--- src/inc/amd_params.svh ---
`ifndef AMD_PARAMS_SVH
`define AMD_PARAMS_SVH

// Operand byte counts that follow the opcode
`define AMD_LEN_0 2'd0
`define AMD_LEN_1 2'd1
`define AMD_LEN_2 2'd2
// Byte slots inside the two-byte operand and pointer buffers
`define AMD_SLOT_0 1'b0
`define AMD_SLOT_1 1'b1
// Page-zero high byte and the pointer step between word halves
`define AMD_PAGE0_HI 8'h00
`define AMD_PTR_STEP 16'h0001
`define AMD_OPC_BYTES 16'h0001
`define AMD_ZERO16 16'h0000
`define AMD_ZERO8 8'h00

`endif

--- src/inc/amd_pkg.sv ---
`default_nettype none
package amd_pkg;

  typedef enum logic [4:0] {
    AMD_INHERENT,
    AMD_IMMEDIATE,
    AMD_DIR_SHORT,
    AMD_DIR_LONG,
    AMD_IDX_NONE,
    AMD_IDX_SHORT,
    AMD_IDX_LONG,
    AMD_IND_SHORT,
    AMD_IND_LONG,
    AMD_INDX_SHORT,
    AMD_INDX_LONG,
    AMD_REL_DIR,
    AMD_REL_IND,
    AMD_BIT_DIR,
    AMD_BIT_IND,
    AMD_BIT_REL_DIR,
    AMD_BIT_REL_IND
  } amd_mode_t;

  // General ops exist in every form; short_only ops are the memory-to-memory,
  // bit, shift, swap, call and jump group
  typedef enum logic [1:0] {
    AMD_OP_GENERAL,
    AMD_OP_SHORT_ONLY,
    AMD_OP_FLOW
  } amd_opclass_t;

  typedef struct packed {
    amd_mode_t mode;
    amd_opclass_t opclass;
    logic idx_y;
    logic [15:0] pc;
    logic [7:0] x;
    logic [7:0] y;
  } amd_req_t;

  typedef struct packed {
    amd_mode_t mode;
    logic [15:0] ea;
    logic [7:0] operand;
    logic is_value;
    logic is_branch;
    logic [15:0] target;
    logic [1:0] nbytes;
    logic illegal;
  } amd_res_t;

endpackage
`default_nettype wire

--- src/rtl/amd_byte_slot.sv ---
`timescale 1ns/1ps
`default_nettype none
module amd_byte_slot #(
  parameter int DEPTH = 2
) (
  input wire logic core_clk,
  input wire logic rst_n,
  input wire logic clr,
  input wire logic wr_en,
  input wire logic [$clog2(DEPTH)-1:0] wr_idx,
  input wire logic [7:0] wr_data,
  output logic [DEPTH-1:0][7:0] bytes
);
  logic [DEPTH-1:0][7:0] bytes_q;
  logic [DEPTH-1:0][7:0] bytes_d;

  always_comb begin
    bytes_d = bytes_q;
    if (clr) begin
      bytes_d = '0;
    end else if (wr_en) begin
      bytes_d[wr_idx] = wr_data;
    end
  end

  always_ff @(posedge core_clk) begin
    if (!rst_n) begin
      bytes_q <= '0;
    end else begin
      bytes_q <= bytes_d;
    end
  end

  assign bytes = bytes_q;
endmodule
`default_nettype wire

--- src/rtl/amd_addr_add.sv ---
`timescale 1ns/1ps
`default_nettype none
`include "amd_params.svh"
module amd_addr_add (
  input wire logic [15:0] base,
  input wire logic [7:0] off,
  input wire logic off_signed,
  output logic [15:0] sum
);
  logic [15:0] off_ext;

  // Unsigned offsets keep the carry into bit 8; signed ones wrap modulo 64K
  always_comb begin
    off_ext = off_signed ? {{8{off[7]}}, off} : {`AMD_ZERO8, off};
    sum = base + off_ext;
  end
endmodule
`default_nettype wire

--- src/rtl/amd_decoder.sv ---
`timescale 1ns/1ps
`default_nettype none
`include "amd_params.svh"
// Overview of operation
// RULE1: Inherent instructions fetch no operand bytes
// RULE2: Immediate byte is the operand value itself
// RULE3: Direct address comes from bytes after opcode
// RULE4: Short direct address stays within 00-FF
// RULE5: Long direct fetches two-byte address word
// RULE6: Long forms reach full 64K, more bytes; long indirect here takes one operand byte, like short indirect
// RULE7: Short forms reach page zero only; the short indexed forms here reach up to 1FE
// RULE8: Indexed address is index plus offset, unsigned
// RULE9: No-offset indexed uses index alone, no byte
// RULE10: Short indexed keeps carry, reaching 1FE
// RULE11: Memory-to-memory ops exist only in short forms
// RULE12: Direct read-modify-write ops need short address
// RULE13: Indexed read-modify-write ops never use long offset
// RULE14: Relative adds signed 8-bit offset to PC
// RULE15: Long indirect pointer holds a full word
// RULE16: Report operand byte count to fetch unit
module amd_decoder
  import amd_pkg::*;
(
  input wire logic core_clk,
  input wire logic rst_n,
  input wire logic req_valid,
  input wire amd_req_t req,
  output logic req_ready,
  input wire logic fetch_valid,
  input wire logic [7:0] fetch_byte,
  output logic fetch_ready,
  output logic mem_rd,
  output logic [15:0] mem_addr,
  input wire logic mem_ack,
  input wire logic [7:0] mem_rdata,
  output logic res_valid,
  output amd_res_t res
);

  typedef enum logic [2:0] {S_IDLE, S_FETCH, S_PTR, S_CALC} amd_state_t;

  amd_state_t state_q, state_d;
  amd_req_t req_q, req_d;
  logic [1:0] n_q, n_d;
  logic [1:0] cnt_q, cnt_d;
  logic illegal_q, illegal_d;
  logic [15:0] pc_end_q, pc_end_d;
  logic req_ready_q, req_ready_d;
  logic fetch_ready_q, fetch_ready_d;
  logic mem_rd_q, mem_rd_d;
  logic [15:0] mem_addr_q, mem_addr_d;
  logic res_valid_q, res_valid_d;
  amd_res_t res_q, res_d;

  logic req_fire, fetch_fire, mem_fire, slot_clr;
  logic [1:0][7:0] ob, pb;
  logic [7:0] idx;
  logic [15:0] idx_base, idx_sum, rel_base, rel_sum;
  logic [7:0] rel_off;
  logic long_form, ind_mode, ptr_word;

  assign req_fire = req_valid && req_ready_q;
  assign fetch_fire = fetch_valid && fetch_ready_q;
  assign mem_fire = mem_ack && mem_rd_q;
  assign slot_clr = req_fire;

  function automatic logic [1:0] op_len(input amd_mode_t m);
    unique case (m)
      AMD_INHERENT, AMD_IDX_NONE: op_len = `AMD_LEN_0; // RULE1 RULE9
      AMD_DIR_LONG, AMD_IDX_LONG, AMD_BIT_REL_DIR, AMD_BIT_REL_IND: op_len = `AMD_LEN_2; // RULE5
      default: op_len = `AMD_LEN_1;
    endcase
  endfunction

  function automatic logic is_long(input amd_mode_t m);
    is_long = (m == AMD_DIR_LONG) || (m == AMD_IDX_LONG) ||
              (m == AMD_IND_LONG) || (m == AMD_INDX_LONG);
  endfunction

  function automatic logic is_ind(input amd_mode_t m);
    is_ind = (m == AMD_IND_SHORT) || (m == AMD_IND_LONG) || (m == AMD_INDX_SHORT) ||
             (m == AMD_INDX_LONG) || (m == AMD_REL_IND) || (m == AMD_BIT_IND) ||
             (m == AMD_BIT_REL_IND);
  endfunction

  assign long_form = is_long(req.mode);
  assign ind_mode = is_ind(req_q.mode);
  assign ptr_word = (req_q.mode == AMD_IND_LONG) || (req_q.mode == AMD_INDX_LONG); // RULE15
  assign idx = req_q.idx_y ? req_q.y : req_q.x;

  amd_byte_slot #(.DEPTH(2)) u_operand (
    .core_clk(core_clk),
    .rst_n(rst_n),
    .clr(slot_clr),
    .wr_en(fetch_fire),
    .wr_idx(cnt_q[0]),
    .wr_data(fetch_byte),
    .bytes(ob)
  );

  amd_byte_slot #(.DEPTH(2)) u_pointer (
    .core_clk(core_clk),
    .rst_n(rst_n),
    .clr(slot_clr),
    .wr_en(mem_fire),
    .wr_idx(cnt_q[0]),
    .wr_data(mem_rdata),
    .bytes(pb)
  );

  // Base for the indexed sum: offset bytes or fetched pointer
  always_comb begin
    unique case (req_q.mode)
      AMD_IDX_SHORT: idx_base = {`AMD_PAGE0_HI, ob[`AMD_SLOT_0]}; // RULE10
      AMD_IDX_LONG: idx_base = {ob[`AMD_SLOT_0], ob[`AMD_SLOT_1]}; // RULE8
      AMD_INDX_SHORT: idx_base = {`AMD_PAGE0_HI, pb[`AMD_SLOT_0]};
      AMD_INDX_LONG: idx_base = {pb[`AMD_SLOT_0], pb[`AMD_SLOT_1]};
      default: idx_base = `AMD_ZERO16; // RULE9
    endcase
  end

  always_comb begin
    unique case (req_q.mode)
      AMD_REL_IND: rel_off = pb[`AMD_SLOT_0];
      AMD_BIT_REL_DIR, AMD_BIT_REL_IND: rel_off = ob[`AMD_SLOT_1];
      default: rel_off = ob[`AMD_SLOT_0];
    endcase
  end
  assign rel_base = pc_end_q;

  amd_addr_add u_idx_add (
    .base(idx_base),
    .off(idx),
    .off_signed(1'b0),
    .sum(idx_sum)
  );

  amd_addr_add u_rel_add (
    .base(rel_base),
    .off(rel_off),
    .off_signed(1'b1),
    .sum(rel_sum)
  );

  always_comb begin
    state_d = state_q;
    req_d = req_q;
    n_d = n_q;
    cnt_d = cnt_q;
    illegal_d = illegal_q;
    pc_end_d = pc_end_q;
    mem_addr_d = mem_addr_q;
    res_d = res_q;
    res_valid_d = 1'b0;
    unique case (state_q)
      S_IDLE: begin
        if (req_fire) begin
          req_d = req;
          n_d = op_len(req.mode); // RULE16
          cnt_d = `AMD_LEN_0;
          // Short-only operations have no long form
          illegal_d = (req.opclass == AMD_OP_SHORT_ONLY) && long_form; // RULE11 RULE12 RULE13
          pc_end_d = req.pc + `AMD_OPC_BYTES + {14'h0000, op_len(req.mode)}; // RULE16
          state_d = (op_len(req.mode) == `AMD_LEN_0) ? S_CALC : S_FETCH; // RULE1
        end
      end
      S_FETCH: begin
        if (fetch_fire) begin
          cnt_d = cnt_q + 2'd1;
          if (cnt_q + 2'd1 == n_q) begin
            cnt_d = `AMD_LEN_0;
            if (ind_mode) begin
              // Pointer starts in page zero at the first operand byte; a word pointer at FF reads its second byte from 0100
              mem_addr_d = {`AMD_PAGE0_HI, ob[`AMD_SLOT_0]};
              if (n_q == `AMD_LEN_1) begin
                mem_addr_d = {`AMD_PAGE0_HI, fetch_byte};
              end
              state_d = S_PTR;
            end else begin
              state_d = S_CALC;
            end
          end
        end
      end
      S_PTR: begin
        if (mem_fire) begin
          if (ptr_word && cnt_q == `AMD_LEN_0) begin
            cnt_d = `AMD_LEN_1;
            mem_addr_d = mem_addr_q + `AMD_PTR_STEP; // RULE15
          end else begin
            cnt_d = `AMD_LEN_0;
            state_d = S_CALC;
          end
        end
      end
      S_CALC: begin
        res_d = '0;
        res_d.mode = req_q.mode;
        res_d.nbytes = n_q; // RULE16
        res_d.illegal = illegal_q;
        res_d.target = rel_sum;
        unique case (req_q.mode)
          AMD_INHERENT: res_d.ea = `AMD_ZERO16; // RULE1
          AMD_IMMEDIATE: begin
            res_d.operand = ob[`AMD_SLOT_0]; // RULE2
            res_d.is_value = 1'b1;
          end
          AMD_DIR_SHORT, AMD_BIT_DIR, AMD_BIT_REL_DIR:
            res_d.ea = {`AMD_PAGE0_HI, ob[`AMD_SLOT_0]}; // RULE3 RULE4 RULE7
          AMD_DIR_LONG: res_d.ea = {ob[`AMD_SLOT_0], ob[`AMD_SLOT_1]}; // RULE3 RULE5 RULE6
          AMD_IDX_NONE: res_d.ea = {`AMD_PAGE0_HI, idx}; // RULE9
          AMD_IDX_SHORT, AMD_IDX_LONG, AMD_INDX_SHORT, AMD_INDX_LONG:
            res_d.ea = idx_sum; // RULE8 RULE10
          AMD_IND_SHORT, AMD_BIT_IND, AMD_BIT_REL_IND:
            res_d.ea = {`AMD_PAGE0_HI, pb[`AMD_SLOT_0]}; // RULE7
          AMD_IND_LONG: res_d.ea = {pb[`AMD_SLOT_0], pb[`AMD_SLOT_1]}; // RULE15
          AMD_REL_DIR, AMD_REL_IND: res_d.ea = `AMD_ZERO16;
        endcase
        res_d.is_branch = (req_q.mode == AMD_REL_DIR) || (req_q.mode == AMD_REL_IND) ||
                          (req_q.mode == AMD_BIT_REL_DIR) ||
                          (req_q.mode == AMD_BIT_REL_IND); // RULE14
        res_valid_d = 1'b1;
        state_d = S_IDLE;
      end
      default: state_d = S_IDLE;
    endcase
    req_ready_d = (state_d == S_IDLE);
    fetch_ready_d = (state_d == S_FETCH);
    mem_rd_d = (state_d == S_PTR);
  end

  always_ff @(posedge core_clk) begin
    if (!rst_n) begin
      state_q <= S_IDLE;
      req_q <= '0;
      n_q <= `AMD_LEN_0;
      cnt_q <= `AMD_LEN_0;
      illegal_q <= 1'b0;
      pc_end_q <= `AMD_ZERO16;
      req_ready_q <= 1'b0;
      fetch_ready_q <= 1'b0;
      mem_rd_q <= 1'b0;
      mem_addr_q <= `AMD_ZERO16;
      res_valid_q <= 1'b0;
      res_q <= '0;
    end else begin
      state_q <= state_d;
      req_q <= req_d;
      n_q <= n_d;
      cnt_q <= cnt_d;
      illegal_q <= illegal_d;
      pc_end_q <= pc_end_d;
      req_ready_q <= req_ready_d;
      fetch_ready_q <= fetch_ready_d;
      mem_rd_q <= mem_rd_d;
      mem_addr_q <= mem_addr_d;
      res_valid_q <= res_valid_d;
      res_q <= res_d;
    end
  end

  assign req_ready = req_ready_q;
  assign fetch_ready = fetch_ready_q;
  assign mem_rd = mem_rd_q;
  assign mem_addr = mem_addr_q;
  assign res_valid = res_valid_q;
  assign res = res_q;
endmodule
`default_nettype wire

--- config.mk ---
export PLATFORM = sky130hd
export DESIGN_NAME = amd_decoder
export DESIGN_NICKNAME = d
export VERILOG_FILES = /design/src/inc/amd_pkg.sv /design/src/rtl/amd_byte_slot.sv /design/src/rtl/amd_addr_add.sv /design/src/rtl/amd_decoder.sv
export VERILOG_INCLUDE_DIRS = /design/src /design/src/inc
export SDC_FILE = /design/constraint.sdc
export NUM_CORES = 1
export LEC_CHECK = 0
export BUFFER_PORTS_ARGS = -buffer_cell sky130_fd_sc_hd__buf_2
export CORE_UTILIZATION = 58
export DETAILED_ROUTE_END_ITERATION = 16
export GPL_TIMING_DRIVEN = 0
export PLACE_DENSITY = 0.81
export SYNTH_ARGS = -nofsm -noshare
export SYNTH_HDL_FRONTEND = slang
export SYNTH_SLANG_ARGS = --single-unit
--- constraint.sdc ---
create_clock -name core_clk -period 3.7 [get_ports core_clk]
set_clock_uncertainty 0.05 [all_clocks]
set_input_delay 0 -clock core_clk [delete_from_list [all_inputs] [get_ports core_clk]]
set_output_delay 0 -clock core_clk [all_outputs]
set_load 0.05 [all_outputs]
==> reports/metrics.cfg, run 1 <==
[global_route]
track_usage_pct=38.0
antenna_found_initial=0
grt_pass1_vias=8583
overflow=0
grt_max_degree=17
grt_pass1_wl_um=44700

[placement]
io_buffers=127
place.gp.congestion=0.969
pre_cts_slack_ns=-0.206
hpwl_um=20100
dp.cells=1410

[timing]
period_needed_ns=3.54
finalSetupTns_ns=0
slew_violations=0
fmax_mhz=283
finalCritPeriodShare_pct=95.6
setup_slack_ns=0.164
relSlewSlack_pct=16.7
worst_pin_slew_ns=1.25
finalHoldViolations=0
setup_viol=0

[power]
p_int_mw=2.78
power_density_nw_per_um2=344
p_switching_mw=0.923
vdd_drop_max_v=0.000313
seqPwrFrac_pct=44.0
p_leak_nw=4.34
clockPowerShare_pct=46.6
swShare_pct=24.9
pwr-share-comb_pct=9.4

[cells_and_area]
antenna_cells=0
multiInputGateArea_um2=5370
regArea_um2=2960
areaGrowthSynthToFinish_pct=24.7
drive_gt1_share_pct=16.4
num-nets-final=1394
fin_util_pct=74.1
nFillCells=1130
stdcell_count=1499

[yosys]
ys_seq_area_share_pct=34.3
synthTopCellsByCount=183 x nand2_1, 148 x dfxtp_1, 110 x a21oi_1
synthFlopType=dfxtp_1
ys_types=83
synth_area_leaders=dfxtp_1 34%, nand2_1 7.9%, a21oi_1 6.4%
yosysTopAreaCellShare_pct=34.3
synthSimpleGateAreaFrac_pct=24.1
yosysTopAreaCell=dfxtp_1
synth_edf_count=0
synth_top_family_by_area=compound AO/OA/AOI/OAI gates
yosys_warnings=0
async_flop_share_pct=0
synth.avg_cell_area_um2=7.86
synth_compound_area_share_pct=24.9
synth.area.mux_share_pct=4.31
syn_inst=1099
synthAdderAreaFrac_pct=4.60
synthXorXnorAreaFrac_pct=3.24
ys_ff_latch=148
syn-num-nets=1190
syn_area_um2=8640
yosysMostFrequentCell=nand2_1

[route]
vias_per_cell=6.34
wl_um=28900
first_pass_iters=6
vias=9498
drc=0
ant_nets=0
wl_per_cell_um=19.3
first_iter_violations=1054

[floorplanning]
die_w_um=124
die-height_um=124
initial_core_util_pct=59.5
rows=44
die_area_um2=15400
io_pins=131
core_um2=14500

[critical_path]
critPathCaptureType=flop
critPathArrivalTime_ns=3.80
cp-start-kind=flop
cp_max_fo=10
cp_data_required_time_ns=3.96
worst-setup-path-type=reg -> reg

[clocking]
htreeDepth=4
cts_tree=done
insertion_delay_ns=0.43
cts_root_buf=clkbuf_16
clockBufferDepth=2
clk_pin_slew_ns=0.06
cts_sinks=148
cts_buffers=17

[min_path]
hold_path_class=in -> reg

[run]
maxCapViolCount=0

[status]
outcome=finished, final reports clean

-- critical path, cell delays in order (launching register included) --
cell and delay, ns:
dfxtp_1 0.44, clkbuf_4 0.27, nand2b_1 0.29, nor2_2 0.16, a22oi_1 0.21, nand2_1 0.08, ha_1 0.25, fa_1 0.45
a211oi_2 0.31, o21bai_1 0.12, a21oi_1 0.19, xnor2_1 0.12, a221oi_1 0.39, o21ai_1 0.09
-- final timing paths --
check,slack (ns),to,startpoint,cells past startpoint
worst max-delay path,0.16,res[35]$_SDFFE_PN0P_,req_q[36]$_SDFFE_PN0P_,13
worst min register to register,0.40,req_q[0]$_SDFFE_PN0P_,req_q[0]$_SDFFE_PN0P_,2
worst max register to register,0.16,res[35]$_SDFFE_PN0P_,req_q[36]$_SDFFE_PN0P_,13
worst min-delay path,0.02,pc_end_q[1]$_SDFFE_PN0P_,req[17],4
-- cell families (layout without fill, tap and decap cells) --
| logic type | count (synthesis) | count (layout) |
|---|---|---|
| multiplexers | 36 | 36 |
| adder cells (fa/ha/maj) | 30 | 30 |
| buffers and inverters | 96 | 312 |
| AND/OR/NAND/NOR | 434 | 434 |
| AO/OA/AOI/OAI | 322 | 322 |
| other | 1 | 1 |
| XOR/XNOR | 32 | 32 |
| flip-flops | 148 | 148 |
-- registers in the layout, summed over array words and instances (netlist names) --
signal,count
cnt_q,2
pc_end_q,16
n_q,2
res,50
u_operand.bytes,16
u_pointer.bytes,16
res_valid,1
illegal_q,1
req_ready,1
mem_addr,16
mem_rd,1
state_q,3
fetch_ready,1
req_q,22
-- power groups by stage --
| stage | registers [mW] | clock network (mW) | logic (mW) |
|---|---|---|---|
| floorplan | 1.67 | 0 | 0.174 |
| global placement | 1.67 | 0 | 0.277 |
| detailed placement | 1.67 | 0 | 0.281 |
| CTS | 1.63 | 1.72 | 0.332 |
| global route | 1.63 | 1.80 | 0.375 |
| finish | 1.63 | 1.73 | 0.348 |
-- routing by layer --
metal	up-vias	wire length (um)	global-route usage [%]
met1	4406	11800	49.8
met4	0	1100	18.1
met5	-	0	0
met2	596	13200	60.4
met3	93	2910	6.59
li1	4403	-	-
-- layout make-up --
class | instances | share of cell area [%]
clock buffer | 20 | 4.24
inverter | 18 | 0.627
sequential | 148 | 27.5
timing repair buffer | 188 | 11.5
multi-input combinational | 855 | 49.8
clock inverter | 11 | 1.17
buffer | 75 | 2.96
tap | 184 | 2.14
-- timing repair --
item	in CTS	in global routing
setup endpoints to repair	15	17
pin swaps	0	1
hold buffers	60	0
hold endpoints to repair	71	0
buffers inserted	0	1
resized for setup	7	16
-- cell usage in the layout, fill, tap and decap left out, types with 5 or more instances in the layout --
master / instances
xor2_1: 15
clkbuf_16: 17
o21ai_0: 33
and3_1: 19
dlygate4sd3_1: 60
a211oi_1: 22
inv_1: 17
a211o_1: 6
and2_1: 14
or3_1: 6
a31oi_1: 8
o21ai_1: 6
nor3b_1: 6
nand2_1: 183
o21a_1: 5
nor3_1: 14
nor2b_1: 6
clkbuf_1: 56
a21oi_1: 110
nand2b_1: 7
a22oi_1: 43
ha_1: 27
mux2i_1: 26
xnor2_1: 17
nor2_1: 90
o21bai_1: 5
a41oi_1: 5
o211ai_1: 13
mux2_2: 9
nand3_1: 27
a21o_1: 8
nand4_1: 12
a221oi_1: 10
or4_1: 9
buf_2: 139
nor4_1: 8
dfxtp_1: 148
-- metrics by stage --
| step | area [um2] | power [mW] | hold WS (ns) |
|---|---|---|---|
| floorplan | 8640 | 1.84 | 0.0860 |
| CTS | 10700 | 3.69 | 0.00634 |
| detailed placement | 9510 | 1.95 | 0.196 |
| finish | 10800 | 3.71 | 0.0186 |
| global route | 10800 | 3.81 | 0.0638 |
| global placement | 9510 | 1.94 | 0.195 |
Power figures use the tool's default switching activity.
==> inputs of run 2 (changes only) <==
CORE_MARGIN = 4   (was unset)
REMOVE_ABC_BUFFERS = 1   (was unset)
==> run 2 against run 1 <==
Compared with the run above:
- non-clock buffer count fell by 63
- sequential power barely moved
- first-iteration DRC count shrank 17%
- clock power down 3%
- largest cell class unchanged
- critical path depth is 1 lower
- via count decreased by 5.6%
- hold slack improved by 0.0097 ns
- count of clock-buffer cells in the layout shrank 3
==> reports/metrics.cfg, run 2 (synthesis gave the netlist of run 1 again) <==
[status]
outcome=finished, final reports clean  ; unchanged

[timing]
fmax_mhz=281  ; was 283 MHz
worst_pin_slew_ns=1.29  ; was 1.25 ns
setup_slack_ns=0.146  ; was 0.164 ns
finalHoldViolations=0  ; unchanged
setup_viol=0  ; unchanged
period_needed_ns=3.55  ; was 3.54 ns
finalCritPeriodShare_pct=96.1  ; was 95.6%
relSlewSlack_pct=14.3  ; was 16.7%
slew_violations=0  ; unchanged

[critical_path]
critPathArrivalTime_ns=3.80  ; about the same
critPathCaptureType=flop  ; unchanged
cp-start-kind=flop  ; unchanged
worst-setup-path-type=reg -> reg  ; unchanged
crit_start=req_q[35]$_SDFFE_PN0P_  ; was req_q[36]$_SDFFE_PN0P_
r2r-start=req_q[35]$_SDFFE_PN0P_  ; was req_q[36]$_SDFFE_PN0P_
cp_data_required_time_ns=3.95  ; was 3.96 ns
cp_max_fo=14  ; was 10

[global_route]
grt_pass1_vias=8538  ; was 8,583
track_usage_pct=30.8  ; was 38.0%
grt_max_degree=57  ; was 17
antenna_found_initial=0  ; unchanged
grt_pass1_wl_um=41700  ; was 44,700 um
overflow=0  ; unchanged

[route]
first_iter_violations=870  ; was 1,054
vias=8969  ; was 9,498
wl_per_cell_um=18.1  ; was 19.3 um
ant_nets=0  ; unchanged
first_pass_iters=6  ; unchanged
drc=0  ; unchanged
wl_um=26000  ; was 28,900 um
vias_per_cell=6.25  ; was 6.34

[floorplanning]
die_area_um2=16900  ; was 15,400 um2
die_w_um=130  ; was 124 um
die-height_um=130  ; was 124 um
core_um2=14600  ; was 14,500 um2
rows=44  ; unchanged
io_pins=131  ; unchanged
initial_core_util_pct=59.2  ; was 59.5%

[min_path]
hold_path_class=in -> reg  ; unchanged
min_from=req[17]  ; unchanged

[cells_and_area]
layout_commonest_cell=nand2_1  ; unchanged
num-nets-final=1331  ; was 1,394
fin_area_um2=10600  ; was 10,800 um2
largest_register_ffs=50  ; unchanged
drive_gt1_share_pct=17.3  ; was 16.4%
fin_util_pct=72.5  ; was 74.1%
areaGrowthSynthToFinish_pct=22.4  ; was 24.7%
final_cell_mix=183 x nand2_1, 143 x dfxtp_1, 130 x buf_2  ; was 183 x nand2_1, 148 x dfxtp_1, 139 x buf_2
antenna_cells=0  ; unchanged

[placement]
place.gp.congestion=0.991  ; was 0.969
io_buffers=130  ; was 127
place_area_um2=9310  ; was 9510 um2
pre_cts_slack_ns=-0.724  ; was -0.206 ns
hpwl_um=17300  ; was 20,100 um

[clocking]
cts_buffers=17  ; unchanged
cts_root_buf=clkbuf_16  ; unchanged
htreeDepth=4  ; unchanged
insertion_delay_ns=0.43  ; about the same
cts_sinks=148  ; unchanged
clk_pin_slew_ns=0.06  ; about the same
clockBufferDepth=2  ; unchanged
cts_tree=done  ; unchanged

[power]
p_leak_nw=4.26  ; was 4.34 nW
vdd_drop_max_v=0.000307  ; was 0.000313 V
power_density_nw_per_um2=344  ; about the same

[run]
maxCapViolCount=0  ; unchanged

## run 2: critical path, cell delays in order (launching register included)
cell       delay [ns]
dfxtp_2          0.41
nor2_2           0.35
and2_1           0.37
nor2_2           0.15
nand2_1          0.09
nand2_1          0.09
ha_1             0.37
a21o_1           0.24
a31oi_1          0.23
nand3_1          0.20
a311o_1          0.31
a2111oi_0        0.44
nor3_1           0.11
## run 2: worst paths after layout
check                                           endpoint  slack (ns)  cells past startpoint
worst max register to register      res[16]$_SDFFE_PN0P_        0.15                     12
worst max-delay path                res[16]$_SDFFE_PN0P_        0.15                     12
worst min register to register       res[9]$_SDFFE_PN0P_        0.40                      2
worst min-delay path            pc_end_q[1]$_SDFFE_PN0P_        0.03                      4
## run 2: cell type report
class | instances | area (um2)
multi-input cells | 855 | 5370
flip-flops and latches | 148 | 2980
inverters | 18 | 68.8
fillers | 1098 | 4010
clock buffers | 17 | 425
repair buffers | 200 | 1370
well taps | 184 | 230
clock inverters | 14 | 139
## run 2: per-layer routing
metal / global-route usage (%) / wire, um / vias to the layer above
li1: - / - / 4285
met1: 39.2 / 10600 / 4188
met2: 51.4 / 12300 / 420
met3: 5.49 / 2220 / 76
met4: 12.9 / 837 / 0
met5: 0 / 0 / -
## run 2: metrics by stage
stage	cells	hold WS, ns	power (mW)	TNS, ns
after floorplan	1021	0.0857	1.82	-74.52
after global placement	1335	0.194	1.92	-164.33
after detailed placement	1343	0.200	1.93	-7.09
after CTS	1436	0.00510	3.63	0
after global routing	1436	0.0578	3.75	-0.00224
final	1436	0.0283	3.64	0
## run 2: report_power, final
part	internal [mW]	switching, mW
clock network	0.983	0.692
logic	0.139	0.178
registers	1.61	0.0293
## run 2: what timing repair did
item / CTS / global route
buffers inserted: 1 / 0
hold buffers: 61 / 0
endpoints found under the setup margin: 19 / 14
hold endpoints to repair: 72 / 0
pin swaps: 0 / 0
resized for setup: 14 / 11
==> inputs of run 3 (changes only) <==
CORE_ASPECT_RATIO = 0.8   (was unset)
==> run 3 against run 2 <==
Compared with the run above:
- sequential share of layout area down 0.20 points
- core utilization up 1.2 points
- sequential power about the same
- clock power up 4%
- highest routed layer unchanged
- first-iteration DRC count up 17%
- critical endpoint is now res[13]$_SDFFE_PN0P_
==> reports/metrics.cfg, run 3 (synthesis gave the netlist of run 1 again) <==
[power]
vdd_drop_max_v=0.000337  ; was 0.000307 V
p_leak_nw=4.29  ; was 4.26 nW
swShare_pct=25.3  ; was 24.7%
p_int_mw=2.77  ; was 2.74 mW
seqPwrFrac_pct=44.4  ; was 45.2%
clockPowerShare_pct=47.0  ; was 46.1%
pwr-share-comb_pct=8.6  ; was 8.7%
p_switching_mw=0.937  ; was 0.899 mW
power_density_nw_per_um2=348  ; was 344 nW/um2
p_total_mw=3.71  ; was 3.64 mW

[placement]
place.gp.congestion=0.944  ; was 0.991
io_buffers=130  ; unchanged
dp.cells=1344  ; was 1,343
hpwl_um=17500  ; was 17,300 um

[cells_and_area]
fin_util_pct=73.7  ; was 72.5%
antenna_cells=0  ; unchanged
largest_register_ffs=50  ; unchanged
stdcell_count=1441  ; was 1,436
num-nets-final=1335  ; was 1,331
drive_gt1_share_pct=17.4  ; was 17.3%
areaGrowthSynthToFinish_pct=23.2  ; was 22.4%
final_cell_mix=183 x nand2_1, 143 x dfxtp_1, 130 x buf_2  ; unchanged
layout_commonest_cell=nand2_1  ; unchanged

[route]
wl_um=26100  ; was 26,000 um
ant_nets=0  ; unchanged
vias_per_cell=6.27  ; was 6.25
drc=0  ; unchanged
first_pass_iters=7  ; was 6
first_iter_violations=1020  ; was 870
vias=9030  ; was 8,969
wl_per_cell_um=18.1  ; about the same

[timing]
worst_pin_slew_ns=1.28  ; was 1.29 ns
fmax_mhz=285  ; was 281 MHz
period_needed_ns=3.51  ; was 3.55 ns
setup_viol=0  ; unchanged
relSlewSlack_pct=14.1  ; was 14.3%
fin_hold_ws_ns=0.0689  ; was 0.0283 ns
finalHoldViolations=0  ; unchanged
slew_violations=0  ; unchanged
finalCritPeriodShare_pct=94.9  ; was 96.1%

[critical_path]
cp_cell_sequence=nor2_2 -> and2_1 -> nor2_2 -> nand2_1 -> nand2_1 -> ha_1 -> fa_1 -> a21o_1 -> a221oi_1 -> o21ai_0 -> nand3_1 -> a311oi_1 -> a32o_1  ; was nor2_2 -> and2_1 -> nor2_2 -> nand2_1 -> nand2_1 -> ha_1 -> a21o_1 -> a31oi_1 -> nand3_1 -> a311o_1 -> a2111oi_0 -> nor3_1
cp_data_required_time_ns=3.99  ; was 3.95 ns
cp_max_fo=14  ; unchanged
critPathArrivalTime_ns=3.80  ; about the same
crit_start=req_q[35]$_SDFFE_PN0P_  ; unchanged
critPathCaptureType=flop  ; unchanged
reg2reg_slack_ns=0.19  ; was 0.15 ns
worst_r2r_endpoint=res[13]$_SDFFE_PN0P_  ; was res[16]$_SDFFE_PN0P_
crit_end=res[13]$_SDFFE_PN0P_  ; was res[16]$_SDFFE_PN0P_
reg2reg_depth=13  ; was 12
r2r-start=req_q[35]$_SDFFE_PN0P_  ; unchanged
slowest_delay_ns=0.44  ; about the same
slowest_stage=a221oi_1  ; was a2111oi_0
cp-start-kind=flop  ; unchanged
worst-setup-path-type=reg -> reg  ; unchanged

[clocking]
cts_root_buf=clkbuf_16  ; unchanged
cts_buffers=17  ; unchanged
clockBufferDepth=2  ; unchanged
cts_tree=done  ; unchanged
insertion_delay_ns=0.44  ; was 0.43 ns
cts_sinks=148  ; unchanged
htreeDepth=4  ; unchanged
clk_pin_slew_ns=0.06  ; about the same

[run]
maxCapViolCount=0  ; unchanged

[global_route]
overflow=0  ; unchanged
grt_pass1_wl_um=41800  ; was 41,700 um
track_usage_pct=31.0  ; was 30.8%
grt_pass1_vias=8413  ; was 8,538
grt_max_degree=68  ; was 57
antenna_found_initial=0  ; unchanged

[floorplanning]
die_area_um2=16900  ; about the same
initial_core_util_pct=59.8  ; was 59.2%
rows=39  ; was 44
core_um2=14400  ; was 14,600 um2
die-height_um=117  ; was 130 um
die_w_um=144  ; was 130 um
io_pins=131  ; unchanged

[min_path]
hold_path_class=in -> reg  ; unchanged

[status]
outcome=finished, final reports clean  ; unchanged

[run 3: changes by cell type in the layout (fill, tap and decap cells not counted), moves of 2 or more]
cell,before,now
inv_6,1,4
clkinv_2,7,3
clkinvlp_4,3,5
o21ai_2,0,2
buf_16,1,3
dlygate4sd3_1,61,63
[run 3: critical path: cells and delay by family, from the launching register on]
family | cells | cell delay, ns
compound gates | 5 | 1.18
flops | 1 | 0.41
simple gates | 6 | 1.12
fa+ha+maj | 2 | 0.65
[run 3: final cells by class]
class / count / area [um2]
Tap cell: 184 / 230
Multi-Input combinational cell: 855 / 5350
Timing Repair Buffer: 204 / 1430
Inverter: 18 / 68.8
Clock inverter: 14 / 151
Sequential cell: 148 / 2980
Clock buffer: 18 / 439
Fill cell: 1039 / 3790
[run 3: layer usage]
metal	part of all wire [%]	track usage (%)	vias to the layer above	routed length, um
li1	-	-	4299	-
met1	43	41.3	4180	11200
met2	45	49.0	477	11600
met3	9.9	9.38	74	2590
met4	2.5	8.95	0	660
met5	0	0	-	0
[run 3: power groups by stage]
stage / clock network, mW / registers, mW / logic (mW)
global placement: 0 / 1.68 / 0.247
finish: 1.74 / 1.64 / 0.319
global route: 1.83 / 1.65 / 0.347
detailed placement: 0 / 1.68 / 0.253
CTS: 1.76 / 1.64 / 0.306
floorplan: 0 / 1.68 / 0.149
[run 3: repair_timing]
item	4_1_cts	5_1_grt
hold buffers	63	0
endpoints found under the hold margin	73	0
gates cloned	0	0
buffers inserted	0	2
endpoints found under the setup margin	18	19
gates resized for setup	12	12
[run 3: worst min-delay path by stage]
| stage | end | from | depth (start not counted) |
|---|---|---|---|
| after floorplan | res[19]$_SDFFE_PN0P_ | rst_n | 2 |
| after global placement | req_q[12]$_SDFFE_PN0P_ | req[12] | 3 |
| after detailed placement | req_q[3]$_SDFFE_PN0P_ | req[3] | 3 |
| after CTS | req_q[38]$_SDFFE_PN0P_ | req_valid | 5 |
| after global routing | req_q[38]$_SDFFE_PN0P_ | req_valid | 5 |
| final | req_q[38]$_SDFFE_PN0P_ | req_valid | 5 |
[run 3: per-stage QoR]
stage | area [um2] | TNS [ns] | setup WS, ns
5_1_grt | 10700 | -0.00341 | -0.00274
3_3_place_gp | 9200 | -154.97 | -4.07
3_5_place_dp | 9340 | -5.12 | -0.649
2_1_floorplan | 8320 | -74.52 | -2.02
4_1_cts | 10600 | 0 | 0.000552
6_report | 10700 | 0 | 0.188
